`src/gpio_pin_control_bank_regs.vh`:
```
// Register offsets, fields and reset values of the pin control bank
// Summary of operation
// - Bit 0 one means input, zero output
// - Bit 1 one inverts pin value
// - Bit 7 one open-drain, zero push-pull
// - Reset loads every pin control with 01
// - Bit 2 routes pins to serial four
// - Small variant reserves bits 6:2, else 6:3
// - Test bits 2-4,6,7 read-only, writes ignored
`ifndef GPIO_PIN_CONTROL_BANK_REGS_VH
`define GPIO_PIN_CONTROL_BANK_REGS_VH
`define PORT6_PIN4_CONTROL_OFS 8'h56
`define PORT6_PIN5_CONTROL_OFS 8'h57
`define PORT6_PIN6_CONTROL_OFS 8'h58
`define PORT6_PIN7_CONTROL_OFS 8'h59
`define FACTORY_TEST_OFS       8'h5A
`define GPIO_DATA_OFS          8'h60
`define PIN_CTRL_RESET         8'h01
`define FACTORY_TEST_RESET     8'h00
`define FACTORY_TEST_WR_MASK   8'h23
`define CTRL_DIR_BIT           0
`define CTRL_POL_BIT           1
`define CTRL_ALT_BIT           2
`define CTRL_ODRAIN_BIT        7
`define CTRL_MASK_LARGE        8'h87
`define CTRL_MASK_SMALL        8'h83
`endif

```
`src/gpio_pin_control_bank.v`:
```
// Four-pin control bank with serial port four alternate functions
`timescale 1ns/10ps
`include "gpio_pin_control_bank_regs.vh"
module gpio_pin_control_bank #(
  parameter LARGE_VARIANT = 1
) (
  // Clock and reset
  input  wire       i_clock,
  input  wire       i_rst,
  // Register port
  input  wire [7:0] i_addr,
  input  wire [7:0] i_wdata,
  input  wire       i_wr,
  input  wire       i_rd,
  output reg  [7:0] o_rdata,
  // Pins
  input  wire [3:0] i_pin,
  output reg  [3:0] o_pin,
  output reg  [3:0] o_pin_oe,
  // Serial port four
  output reg        o_serial4_receive_input,
  input  wire       i_serial4_transmit_output,
  output reg        o_serial4_set_ready_input,
  input  wire       i_serial4_request_send_output
);

  // Control byte bits that exist in this variant
  localparam [7:0] CTRL_MASK  = LARGE_VARIANT ? `CTRL_MASK_LARGE : `CTRL_MASK_SMALL;
  // Alternate pins 1 and 3 are outputs, 0 and 2 inputs
  localparam [3:0] ALT_DRIVES = 4'hA;
  // Test register bits that software may store
  localparam [7:0] TEST_MASK  = `FACTORY_TEST_WR_MASK;

  // Write decode
  wire       wr_test;
  wire       wr_data;
  wire [3:0] wr_ctrl;

  // Per-pin results of the generate loop
  wire [3:0] pin_out_w;
  wire [3:0] pin_oe_w;
  wire [3:0] is_alt;
  wire [3:0] alt_out;
  wire [3:0] in_levels;

  // Held state, plus the combinational input word and read data
  reg  [7:0] test_q;
  reg  [3:0] gpio_out_q;
  reg  [3:0] gpio_in_d;
  reg  [7:0] rdata_d;

  // Index of a pin control offset, 4 when not a pin control
  function [2:0] pin_index;
    input [7:0] a;
    begin
      if (a >= `PORT6_PIN4_CONTROL_OFS && a <= `PORT6_PIN7_CONTROL_OFS)
      begin
        pin_index = a[2:0] - 3'h6;
      end
      else
      begin
        pin_index = 3'h4;
      end
    end
  endfunction

  // Level after the polarity select, used on both pin paths
  function apply_polarity;
    input value;
    input invert;
    begin
      apply_polarity = value ^ invert;
    end
  endfunction

  assign wr_test = i_wr && (i_addr == `FACTORY_TEST_OFS);
  assign wr_data = i_wr && (i_addr == `GPIO_DATA_OFS);

  genvar g;
  generate
    for (g = 0; g < 4; g = g + 1)
    begin : pin
      reg  [7:0] ctrl_q;
      reg        out_d;
      reg        oe_d;
      reg        in_q;
      wire       dir_in;
      wire       pol_inv;
      wire       alt_sel;
      wire       odrain;
      wire       level;

      assign wr_ctrl[g] = i_wr && (pin_index(i_addr) == g);

      // Control byte, reserved bits kept at zero
      always @(posedge i_clock or posedge i_rst)
      begin
        if (i_rst)
        begin
          ctrl_q <= `PIN_CTRL_RESET;
        end
        else if (wr_ctrl[g])
        begin
          ctrl_q <= i_wdata & CTRL_MASK;
        end
      end

      // Pin level sampled once a cycle
      always @(posedge i_clock or posedge i_rst)
      begin
        if (i_rst)
        begin
          in_q <= 1'b0;
        end
        else
        begin
          in_q <= i_pin[g];
        end
      end

      assign dir_in  = ctrl_q[`CTRL_DIR_BIT];
      assign pol_inv = ctrl_q[`CTRL_POL_BIT];
      assign alt_sel = (LARGE_VARIANT != 0) && ctrl_q[`CTRL_ALT_BIT];
      assign odrain  = ctrl_q[`CTRL_ODRAIN_BIT];
      assign level   = apply_polarity(gpio_out_q[g], pol_inv);
      // Input seen by software, cut off while the alternate function owns the pin
      assign in_levels[g] = apply_polarity(in_q, pol_inv) & ~alt_sel;
      assign is_alt[g]    = alt_sel;

      // Serial port four outputs reach pins 1 and 3 only
      if (g == 1)
      begin : tx_route
        assign alt_out[g] = i_serial4_transmit_output;
      end
      else if (g == 3)
      begin : rts_route
        assign alt_out[g] = i_serial4_request_send_output;
      end
      else
      begin : no_route
        assign alt_out[g] = 1'b0;
      end

      // Driver select: alternate, input, open drain or push-pull
      always @*
      begin
        out_d = 1'b0;
        oe_d  = 1'b0;
        if (alt_sel)
        begin
          out_d = alt_out[g];
          oe_d  = ALT_DRIVES[g];
        end
        else if (dir_in)
        begin
          out_d = 1'b0;
          oe_d  = 1'b0;
        end
        else if (odrain)
        begin
          // Pulls low only and lets the pin float for a high level
          out_d = 1'b0;
          oe_d  = ~level;
        end
        else
        begin
          out_d = level;
          oe_d  = 1'b1;
        end
      end

      assign pin_out_w[g] = out_d;
      assign pin_oe_w[g]  = oe_d;
    end
  endgenerate

  // Pin outputs follow the driver select
  always @*
  begin
    o_pin    = pin_out_w;
    o_pin_oe = pin_oe_w;
  end

  // Test register keeps only its storable bits
  always @(posedge i_clock or posedge i_rst)
  begin
    if (i_rst)
    begin
      test_q <= `FACTORY_TEST_RESET;
    end
    else if (wr_test)
    begin
      test_q <= i_wdata & TEST_MASK;
    end
  end

  // Output value register
  always @(posedge i_clock or posedge i_rst)
  begin
    if (i_rst)
    begin
      gpio_out_q <= 4'h0;
    end
    else if (wr_data)
    begin
      gpio_out_q <= i_wdata[3:0];
    end
  end

  // Input word of the data register
  always @*
  begin
    gpio_in_d = in_levels;
  end

  // Serial receive input, idle high while the pin is plain GPIO
  always @(posedge i_clock or posedge i_rst)
  begin
    if (i_rst)
    begin
      o_serial4_receive_input <= 1'b1;
    end
    else if (is_alt[0])
    begin
      o_serial4_receive_input <= i_pin[0];
    end
    else
    begin
      o_serial4_receive_input <= 1'b1;
    end
  end

  // Serial set-ready input, idle high while the pin is plain GPIO
  always @(posedge i_clock or posedge i_rst)
  begin
    if (i_rst)
    begin
      o_serial4_set_ready_input <= 1'b1;
    end
    else if (is_alt[2])
    begin
      o_serial4_set_ready_input <= i_pin[2];
    end
    else
    begin
      o_serial4_set_ready_input <= 1'b1;
    end
  end

  // Read multiplexer
  always @*
  begin
    rdata_d = 8'h00;
    case (pin_index(i_addr))
      3'h0:
      begin
        rdata_d = pin[0].ctrl_q;
      end
      3'h1:
      begin
        rdata_d = pin[1].ctrl_q;
      end
      3'h2:
      begin
        rdata_d = pin[2].ctrl_q;
      end
      3'h3:
      begin
        rdata_d = pin[3].ctrl_q;
      end
      default:
      begin
        if (i_addr == `FACTORY_TEST_OFS)
        begin
          rdata_d = test_q;
        end
        else if (i_addr == `GPIO_DATA_OFS)
        begin
          rdata_d = {4'h0, gpio_in_d};
        end
        else
        begin
          rdata_d = 8'h00;
        end
      end
    endcase
  end

  // Read data stand for the one cycle after the strobe
  always @(posedge i_clock or posedge i_rst)
  begin
    if (i_rst)
    begin
      o_rdata <= 8'h00;
    end
    else if (i_rd)
    begin
      o_rdata <= rdata_d;
    end
    else
    begin
      o_rdata <= 8'h00;
    end
  end

endmodule // gpio_pin_control_bank

```
`config.mk`:
```
export PLATFORM = sky130hd
export DESIGN_NAME = gpio_pin_control_bank
export DESIGN_NICKNAME = d
export VERILOG_FILES = /design/src/gpio_pin_control_bank.v
export VERILOG_INCLUDE_DIRS = /design/src
export SDC_FILE = /design/constraint.sdc
export NUM_CORES = 1
export LEC_CHECK = 0
export BUFFER_PORTS_ARGS = -buffer_cell sky130_fd_sc_hd__buf_2
export CELL_PAD_IN_SITES_DETAIL_PLACEMENT = 1
export CELL_PAD_IN_SITES_GLOBAL_PLACEMENT = 1
export CORE_ASPECT_RATIO = 1.5
export CORE_MARGIN = 2
export CORE_UTILIZATION = 30
export CTS_BUF_LIST = sky130_fd_sc_hd__clkbuf_4 sky130_fd_sc_hd__clkbuf_8
export CTS_CLUSTER_SIZE = 24
export DETAILED_ROUTE_END_ITERATION = 8
export PLACE_DENSITY = 0.67
export SETUP_SLACK_MARGIN = 0.2
export SYNTH_ARGS = -nofsm -noshare
export SYNTH_HDL_FRONTEND = slang
export SYNTH_SLANG_ARGS = --single-unit
```
`constraint.sdc`:
```
create_clock -name i_clock -period 3.1 [get_ports i_clock]
set_clock_uncertainty 0.15 [all_clocks]
set_input_delay 0.155 -clock i_clock [delete_from_list [all_inputs] [get_ports i_clock]]
set_output_delay 0.155 -clock i_clock [all_outputs]
set_load 0.05 [all_outputs]
```
# Word level (Yosys, flattened, before mapping)

Cells that the tools add are included.

Add/subtract/negate cells: 1
$lt $le $gt $ge: 2
Equal/unequal tests: 5
Mux-type cells: 31
Bitwise logic cells: 20
Reductions and logical operators: 8

Operator list:

| kind                                                                  | number |
|---|---|
| 8-bit one-hot mux with 4 select lines                                 | 1 |
| 1-bit 2-to-1 mux                                                      | 26 |
| 8-bit by 7-bit == test with 1-bit output, second input constant       | 2 |
| 8-bit by 7-bit >= comparator with 1-bit output, second input constant | 1 |
| 8-bit by 7-bit <= comparator with 1-bit output, second input constant | 1 |
| 8-bit 2-to-1 mux                                                      | 1 |
| 1-bit NOT                                                             | 8 |
| 1-bit bitwise XOR                                                     | 8 |
| 1-bit logical AND                                                     | 7 |
| 3-bit by 2-bit == test with 1-bit output, second input constant       | 2 |
| 6-bit 2-to-1 mux                                                      | 1 |
| 1-bit AND                                                             | 4 |
| 4-bit 2-to-1 mux                                                      | 1 |
| 3-bit by 1-bit == test with 1-bit output, second input constant       | 1 |
| 3-bit logical NOT                                                     | 1 |
| 3-bit 2-to-1 mux                                                      | 1 |
| 3-bit subtractor, second input constant                               | 1 |

Bits in registers: 37
Input port bits: 26
Output and inout port bits: 18
Word-level logic and storage cells: 80

# Longest topological paths before layout

Depth after elaboration: 6
Depth in mapped cells: 6

# Least setup slack after synthesis

No wires, ideal clock.

Path kind: input-to-reg
Start: input i_addr[5]
End: register pin[1].ctrl_q[1]
Setup time: 125 ps
Arrival: 1,327 ps
Path slack: 1,498 ps
Stages on the path: 4
Buffers on the path: 0
Path through: or3_4 -> nor4b_4 -> o211ai_4 -> mux2_4

Word-level cells in the longest chain between the ends: 5
Elaborated cells on any way between the ends: 6
Those cells by class: 2 x order compare; 1 x eq/ne; 1 x mux; 2 x reduce/logical

Ends and longest elaborated chain:

| element                                                                                                                    | RTL line                    | text |
|---|---|---|
| start: declaration                                                                                                         | gpio_pin_control_bank.v:11  | `input wire [7:0] i_addr,` |
| 8-bit by 7-bit >= comparator with 1-bit output (no line) or 8-bit by 7-bit <= comparator with 1-bit output (tied branches) | n/a                         |  |
| 1-bit logical AND (no line) *                                                                                              | n/a                         |  |
| 3-bit 2-to-1 mux *                                                                                                         | gpio_pin_control_bank.v:56  | `` if (a >= `PORT6_PIN4_CONTROL_OFS && a <= `PORT6_PIN7_CONTROL_OFS) `` |
| 3-bit by 1-bit == test with 1-bit output *                                                                                 | gpio_pin_control_bank.v:93  | `assign wr_ctrl[g] = i_wr && (pin_index(i_addr) == g);` |
| 1-bit logical AND *                                                                                                        | gpio_pin_control_bank.v:93  |  |
| end signal: assignment                                                                                                     | gpio_pin_control_bank.v:100 | `` ctrl_q <= `PIN_CTRL_RESET; `` |
| end signal: assignment                                                                                                     | gpio_pin_control_bank.v:104 | `ctrl_q <= i_wdata & CTRL_MASK;` |
| end: declaration                                                                                                           | gpio_pin_control_bank.v:83  | `reg [7:0] ctrl_q;` |

Every way passes the cells marked *; elsewhere a longest branch is shown, timed or not.
A chain may end at the register's enable or synchronous reset.

# Worst setup path after layout

Start: register pin[2].ctrl_q[1]
End: output o_pin[2]

Word-level cells in the longest chain between the ends: 4

Ends and longest elaborated chain:

| element                  | RTL line                    | text |
|---|---|---|
| start: declaration       | gpio_pin_control_bank.v:83  |  |
| start signal: assignment | gpio_pin_control_bank.v:100 |  |
| start signal: assignment | gpio_pin_control_bank.v:104 |  |
| 1-bit bitwise XOR        | gpio_pin_control_bank.v:72  | `apply_polarity = value ^ invert;` |
| 1-bit 2-to-1 mux         | gpio_pin_control_bank.v:159 | `else if (odrain)` |
| 1-bit 2-to-1 mux         | gpio_pin_control_bank.v:154 | `else if (dir_in)` |
| 1-bit 2-to-1 mux         | gpio_pin_control_bank.v:149 | `if (alt_sel)` |
| end: declaration         | gpio_pin_control_bank.v:18  | `output reg [3:0] o_pin,` |

No other way between the ends.

==> results.json <==
{
  "n_fill_cell": 688,
  "cp_data_required_time_ns": 2.79,
  "yosys-top-cells-area": "dfrtp_1 (39%), mux2_2 (11%), dfstp_2 (8.4%), buf_4 (4.0%), mux2_4 (3.2%)",
  "overflow": 0,
  "status": "finished, final reports clean",
  "gp_congestion": 0.802,
  "synth-edff-count": 0,
  "min_to": "pin[0].ctrl_q[2]$_DFFE_PP0P_",
  "hold_class": "input port to register",
  "dr_total_vias": 1438,
  "firstDrtPassIters": 4,
  "design_area_um2": 2260,
  "seqPwrFrac": 0.435,
  "htreeDepth": 2,
  "grt.total_usage": 0.152,
  "syn-instance-count": 160,
  "drc_errors": 0,
  "clkSlewWorstSetupHoldPaths_ns": 0.08,
  "reg2reg_slack_ns": 1.72,
  "synth-simple-area-share": 0.167,
  "ant_nets": 0,
  "wl_per_cell_um": 17.0,
  "synthAdderAreaFrac": 0,
  "wl_um": 4700,
  "rr_worst_depth": 4,
  "grt_start_max_net_pins": 36,
  "switching_share": 0.331,
  "yosysUniqueCellTypes": 44,
  "yosys.area.top_type": "dfrtp_1",
  "finalSetupViolCount": 0,
  "hold_viol": 0,
  "ir_drop_mv": 0.384,
  "slew_violations": 0,
  "diodes": 0,
  "place_area_um2": 2080,
  "synth.most_common_cell": "dfrtp_1",
  "synthXorXnorAreaFrac": 0.0373,
  "fp.dieH_um": 101,
  "start_util": 0.309,
  "cts_tree": "yes",
  "final_nets": 227,
  "grt_pass1_wl_um": 7680,
  "critPathKind": "register to primary output",
  "fin_tns_setup_ns": 0,
  "final_cell_count_no_fill": 276,
  "hold_depth": 2,
  "p_comb_frac": 0.251,
  "async_reset_ff_frac": 1.00,
  "r2r_start": "pin[1].ctrl_q[1]$_DFFE_PP0P_",
  "core_area_um2": 6090,
  "synth_top_family_by_area": "simple AND/OR/NAND/NOR gates",
  "cp.arrival_ns": 1.55,
  "die_area_um2": 6930,
  "ys_seq_area_frac": 0.470,
  "synth_compound_area_frac": 0.120,
  "die_w_um": 68.6,
  "synth.mux.area_fraction": 0.145,
  "area_delta_synth_final_pct": 20.4,
  "max_freq_ghz": 0.538,
  "start_kind": "register",
  "avgSynthCellArea_um2": 11.7,
  "p_int_mw": 0.872,
  "antenna_found_initial": 0,
  "viasPerCell": 5.21,
  "first_global_vias": 1530,
  "port-buffer-count": 39,
  "yosys_warnings": 0,
  "cp-end-kind": "primary output",
  "synth_top_cell_area_share": 0.386,
  "grt_setup_unrepaired": "no",
  "rows": 35,
  "dp_hpwl_um": 3600,
  "total_power_mw": 1.30,
  "finalCriticalPeriod_ns": 1.86,
  "synth_seq_cells": 35,
  "drv_cap": 0,
  "cts.sinks": 35,
  "cts_resized": 0,
  "clockBufferDepth": 2,
  "power.density_nw_per_um2": 576,
  "hp-start": "i_wdata[2]",
  "ioPinCount": 44,
  "synth_commonest_cells": "dfrtp_1 (29), mux2_2 (18), buf_4 (10)",
  "numCtsBuffers": 5,
  "worst_r2r_endpoint": "o_rdata[1]$_DFF_PP0_",
  "min_period_over_period": 0.600,
  "switchingPower_mw": 0.431,
  "dp_cells": 261,
  "drt_iter0_drc": 30,
  "p_leak_nw": 1.05,
  "layout-drive-gt1-share": 0.421,
  "syn_area_um2": 1880,
  "clock_latency_ns": 0.29,
  "critPathMaxFanout": 4,
  "synth_ff_type": "dfrtp_1",
  "clock_tree.root_cell": "clkbuf_8",
  "clkPwrFrac": 0.314
}
-- layout by cell type (no fill, tap or decap), types with 3 or more instances in the layout --
| cell type | netlist | final |
|---|---|---|
| and3_1 | 3 | 3 |
| xor2_1 | 4 | 4 |
| a211oi_1 | 3 | 3 |
| nor3_1 | 5 | 5 |
| nor2_1 | 9 | 9 |
| clkbuf_8 | 0 | 5 |
| buf_2 | 1 | 39 |
| dfstp_2 | 6 | 6 |
| dlygate4sd3_1 | 0 | 7 |
| nand2b_1 | 4 | 4 |
| mux2_4 | 4 | 4 |
| inv_1 | 3 | 3 |
| nand2_1 | 7 | 7 |
| o21ai_0 | 3 | 3 |
| xnor2_1 | 4 | 4 |
| mux2_2 | 18 | 18 |
| nand4_1 | 3 | 3 |
| a21oi_1 | 7 | 7 |
| dfrtp_1 | 29 | 29 |
| a221oi_1 | 3 | 3 |
-- power groups by stage --
stage	clock, mW	combinational [mW]	sequential [mW]
CTS	0.418	0.331	0.568
detailed placement	0	0.323	0.576
global placement	0	0.317	0.574
finish	0.409	0.327	0.567
global route	0.433	0.353	0.576
floorplan	0	0.267	0.572
-- how the worst max path moves through the flow --
| stage | from | endpoint | cells after the start | slack [ns] |
|---|---|---|---|---|
| final | pin[2].ctrl_q[1]$_DFFE_PP0P_ | o_pin[2] | 3 | 1.24 |
| after global routing | pin[2].ctrl_q[1]$_DFFE_PP0P_ | o_pin[2] | 3 | 1.14 |
| after CTS | pin[2].ctrl_q[1]$_DFFE_PP0P_ | o_pin[2] | 3 | 1.21 |
| after detailed placement | i_addr[1] | o_rdata[2]$_DFF_PP0_ | 5 | 1.25 |
| after global placement | i_addr[1] | test_q[5]$_DFFE_PP0P_ | 5 | 1.27 |
| after floorplan | i_addr[5] | pin[1].ctrl_q[1]$_DFFE_PP0P_ | 4 | 1.50 |
-- worst max-delay path, stage by stage, from the launching register on --
cell and delay [ns]:
dfrtp_1 0.43, xor2_1 0.22, nor4b_1 0.29, buf_2 0.33
-- registers in the layout (all words and copies together) (netlist names) --
name and cells:
o_serial4_set_ready_input 1, pin.in_q 4, gpio_out_q 4, o_rdata 6
pin.ctrl_q 16, o_serial4_receive_input 1, test_q 3
-- through the flow --
stage,worst slack (ns),utilization,hold WS [ns]
2_1_floorplan,1.50,-,0.0364
3_3_place_gp,1.27,0.342,0.114
3_5_place_dp,1.25,0.342,0.115
4_1_cts,1.21,0.372,0.0371
5_1_grt,1.14,0.372,0.0388
6_report,1.24,0.372,0.0286
-- cell families after synthesis --
| group | count (synthesis) |
|---|---|
| xor gates and xnor gates | 8 |
| other | 1 |
| DFF | 35 |
| AOI/OAI and AO/OA | 30 |
| muxes | 23 |
| and+or+nand+nor | 46 |
| buffers and inverters | 17 |
-- layout make-up --
| type | instances | area (um^2) | share of cell area |
|---|---|---|---|
| sequential | 35 | 883 | 0.390 |
| clock inverter | 3 | 43.8 | 0.0194 |
| tap | 74 | 92.6 | 0.0409 |
| inverter | 3 | 11.3 | 0.00498 |
| timing repair buffer | 47 | 273 | 0.121 |
| multi-input combinational | 109 | 890 | 0.393 |
| clock buffer | 5 | 68.8 | 0.0304 |
-- routing by layer --
layer,GRT usage,share of wire,vias to the layer above
li1,-,-,663
met1,0.168,0.37,729
met2,0.269,0.57,35
met3,0.0235,0.032,11
met4,0.0769,0.032,0
met5,0,0,-
-- what timing repair did --
item	in CTS	in global routing
hold buffers	7	0
buffers inserted	0	0
hold endpoints to repair	37	0
Power figures use the tool's default switching activity.
